**config.mk**
```make
export PLATFORM = sky130hd
export DESIGN_NAME = serial_eeprom_controller
export DESIGN_NICKNAME = d
export VERILOG_FILES = /design/src/rtl/serial_mem_pkg.sv /design/src/rtl/serial_eeprom_controller.sv /design/src/rtl/pin_sync.sv /design/src/rtl/serial_clk_gen.sv
export VERILOG_INCLUDE_DIRS = /design/src /design/src/rtl
export SDC_FILE = /design/constraint.sdc
export NUM_CORES = 1
export LEC_CHECK = 0
export BUFFER_PORTS_ARGS = -buffer_cell sky130_fd_sc_hd__buf_4
export CORE_MARGIN = 2
export CORE_UTILIZATION = 57
export DETAILED_ROUTE_END_ITERATION = 10
export PLACE_DENSITY_LB_ADDON = 0.25
export SLEW_MARGIN = 20
export SYNTH_ARGS = -nofsm -noshare
export SYNTH_HDL_FRONTEND = slang
export SYNTH_HIERARCHICAL = 1
export SYNTH_SLANG_ARGS = --single-unit
```
**constraint.sdc**
```tcl
create_clock -name clk -period 3.7 [get_ports clk]
set_input_delay 0.37 -clock clk [delete_from_list [all_inputs] [get_ports clk]]
set_output_delay 0.37 -clock clk [all_outputs]
set_load 0.01 [all_outputs]
```
**src/rtl/serial_mem_cfg.svh**
```systemverilog
// Purpose: constants of the serial memory controller (timing, frame layout, reset values)
// Assumes: 50 MHz system clock
// Notes:   included by bare name; definitions only
`ifndef SERIAL_MEM_CFG_SVH
`define SERIAL_MEM_CFG_SVH

// timing
`define CLK_PERIOD_NS       20
`define RESP_TIMEOUT_MS     30
`define RESP_TIMEOUT_CYCLES ((`RESP_TIMEOUT_MS * 1000000) / `CLK_PERIOD_NS)
`define SCLK_HALF_CYCLES    25
// cycles the poll ignores the data pin after select rises (pin register plus synchroniser lag)
`define POLL_SETTLE         5'h04

// signature and station address load
`define SIG_ADDR            7'h00
`define SIG_VALUE           8'hA5
`define STATION_BYTES       3'h6

// frame lengths in serial clock cycles and bit positions
`define SHORT_FRAME         5'h0A
`define LONG_FRAME          5'h12
`define RELEASE_BIT         5'h0A
`define FIRST_SAMPLE_BIT    5'h0B

// serial opcodes and extended-opcode address bits
`define OP_READ             2'h2
`define OP_WRITE            2'h1
`define OP_ERASE            2'h3
`define OP_EXT              2'h0
`define EXT_MODIFY_ENABLE_CMD            2'h3
`define EXT_MODIFY_DISABLE_CMD            2'h0
`define EXT_ERASE_EVERYTHING_CMD            2'h2
`define EXT_WRITE_EVERYTHING_CMD            2'h1

// reset values
`define DATA_RST            8'h00
`define STATION_LO_RST      32'h00000000
`define STATION_HI_RST      16'h0000

`endif

```
**src/rtl/serial_mem_pkg.sv**
```systemverilog
// Purpose: types shared by the serial memory controller files
// Assumes: nothing
// Notes:   host command codes and controller states
package serial_mem_pkg;

  // host command codes carried in the operation code field
  typedef enum logic [2:0] {
    read_cmd             = 3'h0,
    modify_disable_cmd   = 3'h1,
    modify_enable_cmd    = 3'h2,
    write_cmd            = 3'h3,
    write_everything_cmd = 3'h4,
    erase_cmd            = 3'h5,
    erase_everything_cmd = 3'h6,
    reload_cmd           = 3'h7
  } host_cmd_type;

  // controller states, gray coded along idle-shift-gap-poll-finish
  typedef enum logic [2:0] {
    st_idle   = 3'h0,
    st_shift  = 3'h1,
    st_gap    = 3'h3,
    st_poll   = 3'h2,
    st_finish = 3'h6
  } ctl_state_type;

endpackage

```
**src/rtl/serial_eeprom_controller.sv**
```systemverilog
// Purpose: station address auto-load and host commands for a three-wire 128 x 8 serial memory
// Assumes: host keeps busy-bit handshake; data pin is one shared wire
// Notes:   serial clock made here by division, no second clock domain
`include "serial_mem_cfg.svh"

module serial_eeprom_controller
  import serial_mem_pkg::*;
#(
  parameter int unsigned TIMEOUT_CYCLES = `RESP_TIMEOUT_CYCLES,
  parameter int          SCLK_HALF      = `SCLK_HALF_CYCLES
) (
  // clock and reset
  input  wire logic         clk,
  input  wire logic         rst_n,
  // host command side
  input  wire logic         soft_reset_req,
  input  host_cmd_type      operation_code_field,
  input  wire logic [6:0]   location_field,
  input  wire logic         cmd_start,
  input  wire logic         data_wr_en,
  input  wire logic [7:0]   data_wr_value,
  input  wire logic         timeout_clear,
  // interface enable and general-purpose pin values
  input  wire logic         if_enable,
  input  wire logic         gpio_data_val,
  input  wire logic         gpio_clk_val,
  // status and stored values
  output logic              operation_busy_bit,
  output logic              response_timeout_bit,
  output logic              station_addr_loaded_bit,
  output logic      [7:0]   serial_mem_data_reg,
  output logic      [31:0]  station_addr_lower,
  output logic      [15:0]  station_addr_upper,
  // serial memory pins
  output logic              serial_mem_clock_pin,
  output logic              serial_mem_select_pin,
  output logic              serial_mem_data_out,
  output logic              serial_mem_data_oe_n,
  input  wire logic         serial_mem_data_in
);

  localparam int TO_W = $clog2(TIMEOUT_CYCLES + 1);

  ctl_state_type state, next_state;       // controller state
  host_cmd_type  cur, next_cur;           // command being run
  logic [17:0]   tx, next_tx;             // outgoing frame, msb first
  logic [4:0]    frame_len, next_len;     // serial clocks in this frame
  logic [4:0]    bit_cnt, next_bit_cnt;   // serial rises seen
  logic [7:0]    rx, next_rx;             // incoming read data
  logic [TO_W-1:0] to_cnt, next_to_cnt;   // response timer
  logic          aborted, next_aborted;   // frame ended by timeout
  logic          load_pend, next_load_pend; // auto-load waiting to start
  logic          load_run, next_load_run; // auto-load sequence active
  logic [2:0]    load_idx, next_load_idx; // 0 signature, 1..6 address bytes
  logic          cs, next_cs;             // select level wanted
  logic          dout, next_dout;         // data level wanted
  logic          doe_n, next_doe_n;       // data drive wanted, low drives
  logic [7:0]    next_data;               // next data register
  logic [31:0]   next_lo;                 // next station address low
  logic [15:0]   next_hi;                 // next station address high
  logic          next_loaded, next_timeout, next_busy;
  logic          launch_go;               // start a frame this cycle
  host_cmd_type  launch_cmd;              // command of that frame
  logic [6:0]    launch_addr;             // location of that frame
  logic [17:0]   launch_frame;            // built frame
  logic          din;                     // synchronised data pin
  logic          sclk, rise, fall;        // divided clock and edges
  logic          next_clk_pin, next_cs_pin, next_dout_pin, next_oe_pin;

  // build a serial frame: start bit, opcode, 7-bit address, data
  function automatic logic [17:0] build_frame(input host_cmd_type c, input logic [6:0] a,
                                              input logic [7:0] d);
    case (c)
      read_cmd:             build_frame = {1'b1, `OP_READ, a, 8'h00};
      write_cmd:            build_frame = {1'b1, `OP_WRITE, a, d};
      erase_cmd:            build_frame = {1'b1, `OP_ERASE, a, 8'h00};
      modify_enable_cmd:    build_frame = {1'b1, `OP_EXT, `EXT_MODIFY_ENABLE_CMD, 5'h00, 8'h00};
      modify_disable_cmd:   build_frame = {1'b1, `OP_EXT, `EXT_MODIFY_DISABLE_CMD, 5'h00, 8'h00};
      erase_everything_cmd: build_frame = {1'b1, `OP_EXT, `EXT_ERASE_EVERYTHING_CMD, 5'h00, 8'h00};
      write_everything_cmd: build_frame = {1'b1, `OP_EXT, `EXT_WRITE_EVERYTHING_CMD, 5'h00, d};
      default:              build_frame = 18'h00000;
    endcase
  endfunction

  // commands that carry eight data bits
  function automatic logic is_long(input host_cmd_type c);
    is_long = (c == read_cmd) || (c == write_cmd) || (c == write_everything_cmd);
  endfunction

  // commands whose completion is polled on the data pin
  function automatic logic needs_poll(input host_cmd_type c);
    needs_poll = (c == write_cmd) || (c == write_everything_cmd) || (c == erase_cmd) ||
                 (c == erase_everything_cmd);
  endfunction

  // data pin into the clock domain
  pin_sync #(.WIDTH(1)) u_din_sync (
    .clk      (clk),
    .rst_n    (rst_n),
    .async_in (serial_mem_data_in),
    .sync_out (din)
  );

  // serial clock runs only while a frame or gap is timed
  serial_clk_gen #(.HALF_CYCLES(SCLK_HALF)) u_sclk (
    .clk   (clk),
    .rst_n (rst_n),
    .run   ((state == st_shift) || (state == st_gap)),
    .sclk  (sclk),
    .rise  (rise),
    .fall  (fall)
  );

  // controller next-state logic
  always_comb begin
    next_state     = state;
    next_cur       = cur;
    next_tx        = tx;
    next_len       = frame_len;
    next_bit_cnt   = bit_cnt;
    next_rx        = rx;
    next_aborted   = aborted;
    next_load_pend = load_pend;
    next_load_run  = load_run;
    next_load_idx  = load_idx;
    next_cs        = cs;
    next_dout      = dout;
    next_doe_n     = doe_n;
    next_data      = serial_mem_data_reg;
    next_lo        = station_addr_lower;
    next_hi        = station_addr_upper;
    next_loaded    = station_addr_loaded_bit;
    next_timeout   = response_timeout_bit;
    launch_go      = 1'b0;
    launch_cmd     = read_cmd;
    launch_addr    = `SIG_ADDR;
    next_to_cnt    = (state == st_idle) ? '0 : to_cnt + TO_W'(1);
    if (timeout_clear) begin
      next_timeout = 1'b0;
    end
    // host writes the data register only while idle
    if (data_wr_en && !operation_busy_bit) begin
      next_data = data_wr_value;
    end
    if (soft_reset_req) begin
      next_load_pend = 1'b1;
    end
    case (state)
      st_idle: begin
        next_aborted = 1'b0;
        if (load_pend) begin
          // auto-load starts with the signature byte
          next_load_pend = 1'b0;
          next_load_run  = 1'b1;
          next_load_idx  = 3'h0;
          next_loaded    = 1'b0;
          launch_go      = 1'b1;
        end else if (cmd_start && if_enable) begin
          if (operation_code_field == reload_cmd) begin
            next_load_pend = 1'b1;
          end else begin
            launch_go   = 1'b1;
            launch_cmd  = operation_code_field;
            launch_addr = location_field;
          end
        end
      end
      st_shift: begin
        if (rise) begin
          next_bit_cnt = bit_cnt + 5'h01;
        end
        if (fall) begin
          // read data is taken on falls after rises 11 to 18
          if (cur == read_cmd && bit_cnt >= `FIRST_SAMPLE_BIT) begin
            next_rx = {rx[6:0], din};
          end
          if (bit_cnt == frame_len) begin
            next_cs    = 1'b0;
            next_doe_n = 1'b1;
            next_dout  = 1'b0;
            next_state = st_gap;
          end else begin
            next_tx   = {tx[16:0], 1'b0};
            next_dout = tx[16];
            if (cur == read_cmd && bit_cnt >= `RELEASE_BIT) begin
              next_doe_n = 1'b1;
            end
          end
        end
      end
      st_gap: begin
        // select stays low one half period between frames
        if (rise) begin
          if (needs_poll(cur)) begin
            next_cs      = 1'b1;
            next_bit_cnt = 5'h00; // reused as poll settle counter
            next_state   = st_poll;
          end else begin
            next_state = st_finish;
          end
        end
      end
      st_poll: begin
        // released line still shows a stale level until select and synchroniser settle
        if (bit_cnt != `POLL_SETTLE) begin
          next_bit_cnt = bit_cnt + 5'h01;
        end else if (din) begin
          // memory raises its data pin when programming ends
          next_cs    = 1'b0;
          next_state = st_finish;
        end
      end
      st_finish: begin
        next_state = st_idle;
        if (load_run) begin
          if (aborted) begin
            next_load_run = 1'b0;
          end else if (load_idx == 3'h0) begin
            if (rx == `SIG_VALUE) begin
              next_load_idx = 3'h1;
              launch_go     = 1'b1;
              launch_addr   = 7'h01;
            end else begin
              next_load_run = 1'b0;
            end
          end else begin
            case (load_idx)
              3'h1:    next_lo[7:0]   = rx;
              3'h2:    next_lo[15:8]  = rx;
              3'h3:    next_lo[23:16] = rx;
              3'h4:    next_lo[31:24] = rx;
              3'h5:    next_hi[7:0]   = rx;
              default: next_hi[15:8]  = rx;
            endcase
            if (load_idx == `STATION_BYTES) begin
              next_loaded   = 1'b1;
              next_load_run = 1'b0;
            end else begin
              next_load_idx = load_idx + 3'h1;
              launch_go     = 1'b1;
              launch_addr   = {4'h0, load_idx + 3'h1};
            end
          end
        end else if (cur == read_cmd && !aborted) begin
          next_data = rx;
        end
      end
      default: begin
        next_state = st_idle;
      end
    endcase
    // response timer abandons the operation
    if (state != st_idle && state != st_finish && to_cnt == TO_W'(TIMEOUT_CYCLES - 1)) begin
      next_state   = st_finish;
      next_cs      = 1'b0;
      next_doe_n   = 1'b1;
      next_dout    = 1'b0;
      next_timeout = 1'b1;
      next_aborted = 1'b1;
    end
    // start a frame with select high and the start bit out
    launch_frame = build_frame(launch_cmd, launch_addr, next_data);
    if (launch_go) begin
      next_state   = st_shift;
      next_cur     = launch_cmd;
      next_tx      = launch_frame;
      next_len     = is_long(launch_cmd) ? `LONG_FRAME : `SHORT_FRAME;
      next_bit_cnt = 5'h00;
      next_to_cnt  = '0;
      next_cs      = 1'b1;
      next_dout    = launch_frame[17];
      next_doe_n   = 1'b0;
    end
    next_busy = (next_state != st_idle) || next_load_pend;
  end

  // register controller state
  always_ff @(posedge clk) begin
    if (!rst_n) begin
      state                   <= st_idle;
      cur                     <= read_cmd;
      tx                      <= 18'h00000;
      frame_len               <= `SHORT_FRAME;
      bit_cnt                 <= 5'h00;
      rx                      <= 8'h00;
      to_cnt                  <= '0;
      aborted                 <= 1'b0;
      load_pend               <= 1'b1;
      load_run                <= 1'b0;
      load_idx                <= 3'h0;
      cs                      <= 1'b0;
      dout                    <= 1'b0;
      doe_n                   <= 1'b1;
      serial_mem_data_reg     <= `DATA_RST;
      station_addr_lower      <= `STATION_LO_RST;
      station_addr_upper      <= `STATION_HI_RST;
      station_addr_loaded_bit <= 1'b0;
      response_timeout_bit    <= 1'b0;
      operation_busy_bit      <= 1'b1;
    end else begin
      state                   <= next_state;
      cur                     <= next_cur;
      tx                      <= next_tx;
      frame_len               <= next_len;
      bit_cnt                 <= next_bit_cnt;
      rx                      <= next_rx;
      to_cnt                  <= next_to_cnt;
      aborted                 <= next_aborted;
      load_pend               <= next_load_pend;
      load_run                <= next_load_run;
      load_idx                <= next_load_idx;
      cs                      <= next_cs;
      dout                    <= next_dout;
      doe_n                   <= next_doe_n;
      serial_mem_data_reg     <= next_data;
      station_addr_lower      <= next_lo;
      station_addr_upper      <= next_hi;
      station_addr_loaded_bit <= next_loaded;
      response_timeout_bit    <= next_timeout;
      operation_busy_bit      <= next_busy;
    end
  end

  // pin multiplexer: serial interface or general-purpose outputs
  always_comb begin
    next_clk_pin  = sclk && (state == st_shift);
    next_cs_pin   = cs;
    next_dout_pin = dout;
    next_oe_pin   = doe_n;
    if (!if_enable) begin
      next_clk_pin  = gpio_clk_val;
      next_cs_pin   = 1'b0;
      next_dout_pin = gpio_data_val;
      next_oe_pin   = 1'b0;
    end
  end

  // register pins
  always_ff @(posedge clk) begin
    if (!rst_n) begin
      serial_mem_clock_pin  <= 1'b0;
      serial_mem_select_pin <= 1'b0;
      serial_mem_data_out   <= 1'b0;
      serial_mem_data_oe_n  <= 1'b1;
    end else begin
      serial_mem_clock_pin  <= next_clk_pin;
      serial_mem_select_pin <= next_cs_pin;
      serial_mem_data_out   <= next_dout_pin;
      serial_mem_data_oe_n  <= next_oe_pin;
    end
  end

  // first auto-load frame reads the signature location
  property p_sig_read;
    @(posedge clk) disable iff (!rst_n)
    $rose(load_run) |-> state == st_shift && tx[17:8] == {1'b1, `OP_READ, `SIG_ADDR};
  endproperty
  a_sig_read: assert property (p_sig_read) else $error("auto-load did not read signature");

  // first address byte lands in the low bits
  property p_byte0;
    @(posedge clk) disable iff (!rst_n)
    (state == st_finish && load_run && !aborted && load_idx == 3'h1) |=> station_addr_lower[7:0] == $past(rx);
  endproperty
  a_byte0: assert property (p_byte0) else $error("station byte 0 not stored");

  // loaded bit rises only after the sixth byte
  property p_loaded;
    @(posedge clk) disable iff (!rst_n)
    $rose(station_addr_loaded_bit) |-> $past(load_idx) == `STATION_BYTES && $past(state) == st_finish;
  endproperty
  a_loaded: assert property (p_loaded) else $error("loaded bit set early");

  // wrong signature ends the load with nothing loaded
  property p_bad_sig;
    @(posedge clk) disable iff (!rst_n)
    (state == st_finish && load_run && !aborted && load_idx == 3'h0 && rx != `SIG_VALUE)
      |=> !load_run && !station_addr_loaded_bit && $stable(station_addr_lower);
  endproperty
  a_bad_sig: assert property (p_bad_sig) else $error("bad signature still loaded");

  // accepted command raises busy; busy falls only when idle
  property p_busy;
    @(posedge clk) disable iff (!rst_n)
    (state == st_idle && !load_pend && cmd_start && if_enable && !soft_reset_req) |=> operation_busy_bit;
  endproperty
  a_busy: assert property (p_busy) else $error("start did not set busy");

  property p_busy_end;
    @(posedge clk) disable iff (!rst_n)
    $fell(operation_busy_bit) |-> state == st_idle && $past(state) == st_finish;
  endproperty
  a_busy_end: assert property (p_busy_end) else $error("busy cleared before completion");

  // read result in data register when busy clears
  property p_read_data;
    @(posedge clk) disable iff (!rst_n)
    (state == st_finish && !load_run && cur == read_cmd && !aborted) |=> serial_mem_data_reg == $past(rx);
  endproperty
  a_read_data: assert property (p_read_data) else $error("read data not returned");

  // timer expiry sets the timeout bit and ends the operation
  property p_timeout;
    @(posedge clk) disable iff (!rst_n)
    (state != st_idle && state != st_finish && to_cnt == TO_W'(TIMEOUT_CYCLES - 1))
      |=> response_timeout_bit && state == st_finish ##1 state == st_idle;
  endproperty
  a_timeout: assert property (p_timeout) else $error("timeout not flagged");

  // frame ends after exactly its serial clock count
  property p_frame_len;
    @(posedge clk) disable iff (!rst_n)
    (state == st_shift && fall && bit_cnt == frame_len)
      |-> frame_len == (is_long(cur) ? `LONG_FRAME : `SHORT_FRAME) ##1 state == st_gap && !cs;
  endproperty
  a_frame_len: assert property (p_frame_len) else $error("frame length wrong");

  // disabled interface hands pins to general-purpose values
  property p_gpio;
    @(posedge clk) disable iff (!rst_n)
    !if_enable |=> serial_mem_clock_pin == $past(gpio_clk_val) && !serial_mem_select_pin && !serial_mem_data_oe_n;
  endproperty
  a_gpio: assert property (p_gpio) else $error("pins not released to gpio");

endmodule // serial_eeprom_controller

```
**src/rtl/pin_sync.sv**
```systemverilog
// Purpose: two flip-flop synchroniser for pin inputs
// Assumes: inputs are asynchronous to clk
// Notes:   first stage feeds only the second stage
module pin_sync #(
  parameter int WIDTH = 1
) (
  // clock and reset
  input  wire logic             clk,
  input  wire logic             rst_n,
  // asynchronous in, synchronised out
  input  wire logic [WIDTH-1:0] async_in,
  output logic      [WIDTH-1:0] sync_out
);

  logic [WIDTH-1:0] stage_one;  // metastability catcher

  // two stages, nothing reads stage_one but stage two
  always_ff @(posedge clk) begin
    if (!rst_n) begin
      stage_one <= '0;
      sync_out  <= '0;
    end else begin
      stage_one <= async_in;
      sync_out  <= stage_one;
    end
  end

endmodule // pin_sync

```
**src/rtl/serial_clk_gen.sv**
```systemverilog
// Purpose: serial memory clock divider with edge pulses
// Assumes: run held high for the whole time a clock is wanted
// Notes:   clock restarts low with a fresh half period when run drops
module serial_clk_gen #(
  parameter int HALF_CYCLES = 25
) (
  // clock and reset
  input  wire logic clk,
  input  wire logic rst_n,
  // control
  input  wire logic run,
  // divided clock and one-cycle edge pulses
  output logic      sclk,
  output logic      rise,
  output logic      fall
);

  localparam int CW = $clog2(HALF_CYCLES + 1);

  logic [CW-1:0] cnt;       // half-period counter
  logic [CW-1:0] next_cnt;  // next counter value
  logic          next_sclk; // next clock level
  logic          next_rise; // next rise pulse
  logic          next_fall; // next fall pulse

  // divide and mark edges
  always_comb begin
    next_cnt  = '0;
    next_sclk = 1'b0;
    next_rise = 1'b0;
    next_fall = 1'b0;
    if (run) begin
      next_sclk = sclk;
      if (cnt == CW'(HALF_CYCLES - 1)) begin
        next_sclk = !sclk;
        next_rise = !sclk;
        next_fall = sclk;
      end else begin
        next_cnt = cnt + CW'(1);
      end
    end
  end

  // register divider state
  always_ff @(posedge clk) begin
    if (!rst_n) begin
      cnt  <= '0;
      sclk <= 1'b0;
      rise <= 1'b0;
      fall <= 1'b0;
    end else begin
      cnt  <= next_cnt;
      sclk <= next_sclk;
      rise <= next_rise;
      fall <= next_fall;
    end
  end

endmodule // serial_clk_gen

```
==> metrics, run 1 <==
status completed; Biggest register station_addr_lower; biggest registers after layout station_addr_lower (32), to_cnt (21), tx (17); compound-cell area share of the yosys netlist 12.6%; Tightest Pin Transition 0.829 ns; crit start category flop; initial detailed-routing violation count 254; dpl cell area 6930 um^2; post-route ant nets 0; # rows 38; R2R setup slack 1.25 ns; multi-input logic area 3120 um^2; fraction of layout cells with a size suffix above 1 20.2%; min-delay worst type primary input to flop; max_slew headroom 44.6%; Root Buffer clkbuf_8; H-tree depth 4; max FFs per register 32; Worst Setup EP tx[14]; commonest cells in the netlist 141 x dfxtp_1, 122 x nor2_1, 70 x mux2i_1, 32 x nand2_1, 27 x clkbuf_1; initial antenna violation count 0; r2r endpoint tx[14]; Die Y 108 um; hpwl dp 10,100 um; crit path max fanout 21; syn nets 708; RSZ-0062 raised after global routing no; post-CTS sizing 0; GR Util All Layers 26.3%; Distinct cells, synth 68; launching point of the worst reg2reg path load_idx[0]; final instance area 7530 um^2; number of synthesized flops with an enable pin 0; Die ar. 11,700 um^2; Worst Setup End Kind flop; CTS Buf Count 17; fmax 408 MHz; reg2reg path depth 8; mux share of post-synthesis cell area 11.3%; drt wl/cell 16.3 um; fraction of registers with async set or reset after synthesis 0%; worst-skew pair later-pin latency 0.53 ns; top post-synthesis cells by area dfxtp_1 45%, mux2i_1 11%, nor2_1 7.4%; drc violations 0; antenna cells 0; Final Wtd Congestion 0.883; ys flop type dfxtp_1; worst path required time 4.08 ns; Ports 91; post-CTS setup buffer count 0; Power Dens Cells 465 nW/um^2; post-synth top area share 45.4%; CP Class flop to flop; crit share post-route 66.2%; Pre-antenna DRT Iters 5; cells after synthesis 669; fill cell count 804; clock tree sinks 141; largest net degree at the start of global routing 40; sequential-to-total area share from yosys stat 45.4%; post-synth top area cell dfxtp_1; clock slew at reported path FFs 0.06 ns; crit path DAT 2.83 ns; final WL 14,600 um; Setup crit start load_idx[0]; first-pass GRT wire length 24,200 um; global route total overflow 0; Starting Density 57.8%; PortBufs 90; flops & latches, synth 141; synthesized area 6210 um^2; Layout area overhead 21.2%; Synth Area in Simple Gates 20.2%; Synth Area in XOR/XNOR 3.95%; Slew Limit Fails 0; YS warnings 6; final hold violations 0; most numerous cell in the Yosys netlist dfxtp_1; Final Setup Violations 0; Die Wd 108 um; Max clock buf depth 2; Final nets 784; DR vias/cell 5.72; Reg area 2820 um^2; vias in the first global route 4,984; min-delay src serial_mem_data_in; largest family of logic cells by synthesized area simple AND/OR/NAND/NOR gates; Pleak 0.00320 uW; syn_area_per_cell 9.29 um^2; clock skew 0.00833 ns; crit path time final 2.45 ns; Post-Synth Adder-Cell Area 2.22%; CTS tree done; routed vias 5,138; Fin Setup TNS 0 ns; Peak VDD IR 0.279 mV; Core Region 10,700 um^2; Hold-fix buffers, CTS 0; Max-Cap Viols 0
layout by cell type, fill, tap and decap left out, drive strengths merged, types with 7 or more instances in the layout:
master	n
nor3	15
nand3	23
a211o	7
inv	30
ha	11
buf	96
a21oi	18
clkbuf	19
and3	8
o21ai	23
nand2	32
xor2	16
a211oi	10
mux2i	70
nor2	124
dfxtp	141
xnor2	12
a221oi	10
critical path: stages (launching register included):
cell and delay (ns):
dfxtp_1 0.34, inv_1 0.12, ha_1 0.21, nand2b_1 0.12, a41o_1 0.32, a2bb2oi_2 0.16
buf_4 0.26, and2_1 0.59, a211oi_1 0.18
cell families (layout without fill, tap and decap cells):
family	count (synthesis)	after routing
adders and majority gates	11	11
muxes	70	70
buffers and inverters	64	153
xor gates and xnor gates	28	28
AOI/OAI and AO/OA	103	103
DFF	141	141
and+or+nand+nor	252	252
power by group:
part / internal, uW / total, uW / switching [uW] / leakage [uW]
Combinational: 92.2 / 231 / 139 / 0.00177
Clock: 1010 / 1690 / 680 / 0.000288
Sequential: 1560 / 1580 / 26.0 / 0.00114
area by class of cell:
class / instances / area share [%]
well taps: 140 / 2.33
flip-flops and latches: 141 / 37.5
clock buffers: 19 / 5.87
inverters: 25 / 1.25
multi-input cells: 464 / 41.5
repair buffers: 96 / 9.57
clock inverters: 13 / 2.03
worst min path at each step:
stage	to	slack, ns	cells past startpoint
CTS	u_din_sync/stage_one	0.06	2
global placement	u_din_sync/sync_out	0.41	1
finish	u_din_sync/stage_one	0.07	2
global route	u_din_sync/stage_one	0.06	2
detailed placement	u_din_sync/sync_out	0.42	1
floorplan	u_din_sync/sync_out	0.41	1
routing by layer:
metal	share of wire (%)	global-route usage, %	up-vias
met2	48	43.3	133
met4	1.4	8.24	0
met1	46	34.7	2491
li1	-	-	2497
met3	4.6	5.67	17
met5	0	0	-
metrics by stage:
step	std cells	utilization [%]	worst slack, ns	total power [uW]	hold WS, ns
floorplan	669	-	1.92	1770	0.406
global placement	866	64.5	1.41	1830	0.412
detailed placement	866	64.5	1.29	1840	0.416
CTS	898	70.1	1.26	3510	0.0600
global route	898	70.1	1.13	3620	0.0578
finish	898	70.1	1.25	3500	0.0701
(Power assumes the default switching activity.)
==> run 2: changes to the inputs <==
==> constraint.sdc (replaced) <==
create_clock -name clk -period 2.4 [get_ports clk]
set_input_delay 0.24 -clock clk [delete_from_list [all_inputs] [get_ports clk]]
set_output_delay 0.24 -clock clk [all_outputs]
set_load 0.01 [all_outputs]
==> metrics, run 2 (same netlist as run 1, synthesis figures left out) <==
status completed; CTS Buf Count 17; Slew Limit Fails 0; crit path DAT 2.58 ns; Die Y 108 um; Die ar. 11,700 um^2; Biggest register station_addr_lower; clock skew 0.00696 ns; Power Dens Cells 707 nW/um^2; Max clock buf depth 2; global route total overflow 0; Max-Cap Viols 0; Peak VDD IR 0.514 mV; hpwl dp 10,100 um; CTS tree done; PortBufs 90; min-delay worst type primary input to flop; RSZ-0062 raised after global routing no; drt wl/cell 16.4 um; Pleak 0.00333 uW; post-CTS sizing 0; Final nets 809; first-pass GRT wire length 24,000 um; commonest non-fill, non-tap cell in the layout dfxtp_1; Final Setup Violations 0; Hold-fix buffers, CTS 7; worst-skew pair later-pin latency 0.52 ns; H-tree depth 4; post-CTS setup buffer count 0; most frequent cells in the layout 141 x dfxtp_1, 122 x nor2_1, 114 x buf_4; Ports 91; crit path time final 2.14 ns; initial detailed-routing violation count 322; Tightest Pin Transition 0.537 ns; vias in the first global route 5,057; final hold violations 0; routed vias 5,262; Layout area overhead 24.6%; CP Class flop to flop; fmax 467 MHz; final WL 15,100 um; initial antenna violation count 0; Final Wtd Congestion 0.869; crit path max fanout 12; DR vias/cell 5.71; clock tree sinks 141; max FFs per register 32; # rows 38; Die Wd 108 um; biggest registers after layout station_addr_lower (32), to_cnt (21), tx (17); post-route ant nets 0; fill cell count 800; Pre-antenna DRT Iters 5; Core Region 10,700 um^2; fraction of layout cells with a size suffix above 1 21.6%; GR Util All Layers 26.0%; clock slew at reported path FFs 0.06 ns; largest net degree at the start of global routing 41; Starting Density 57.8%; antenna cells 0; fin util 72.1%; drc violations 0; crit share post-route 89.2%; crit start category flop; Fin Setup TNS 0 ns; Root Buffer clkbuf_8; worst path required time 2.84 ns; max_slew headroom 63.3%; Worst Setup End Kind flop
run 2: changes by cell type in the layout (fill, tap and decap cells not counted), sizes merged:
cell and change:
dlygate4sd3 +7, bufinv +1, clkbuf +2, inv -4, buf +18, clkinvlp -1
run 2: worst paths after layout:
check,start,endpoint,slack [ns],cells after the start
max,load_idx[0],tx[1],0.26,7
min,timeout_clear,response_timeout_bit,0.03,4
max reg2reg,load_idx[0],tx[1],0.26,7
min reg2reg,u_din_sync/stage_one,u_din_sync/sync_out,0.44,1
run 2: metal layers:
| metal | GRT usage (%) | up-vias | part of all wire, % |
|---|---|---|---|
| met5 | 0 | - | 0 |
| li1 | - | 2521 | - |
| met3 | 6.51 | 23 | 6.0 |
| met2 | 43.4 | 185 | 48 |
| met4 | 10.1 | 0 | 1.7 |
| met1 | 32.4 | 2533 | 44 |
run 2: power breakdown:
| part | switching [uW] | leakage, uW | internal [uW] |
|---|---|---|---|
| logic | 219 | 0.00189 | 160 |
| clock network | 968 | 0.000296 | 1690 |
| registers | 43.0 | 0.00114 | 2400 |
run 2: stage by stage:
step / hold WS (ns) / worst slack (ns) / cells / instance area [um^2] / total power [uW]
after floorplan: 0.318 / 0.616 / 669 / 6210 / 2730
after global placement: 0.408 / 0.383 / 884 / 7070 / 2840
after detailed placement: 0.424 / 0.319 / 884 / 7070 / 2850
after CTS: 0.0166 / 0.313 / 921 / 7740 / 5490
after global routing: 0.0402 / 0.129 / 921 / 7740 / 5640
final: 0.0282 / 0.260 / 921 / 7740 / 5470
run 2: worst max-delay path, stage by stage (launching register included):
cell and delay [ns]:
dfxtp_1 0.34, inv_1 0.11, ha_1 0.20, nand2b_1 0.12, a41o_1 0.30, a2bb2oi_2 0.39, o21ai_0 0.30, a221oi_2 0.29
run 2: layout make-up:
type                    count  area, um^2  area share, %
clock buffers              21         469           6.06
clock inverters             9         134           1.73
inverters                  25        93.8           1.21
multi-input cells         464        3120           40.3
flip-flops and latches    141        2820           36.5
well taps                 140         175           2.26
repair buffers            121         926           12.0
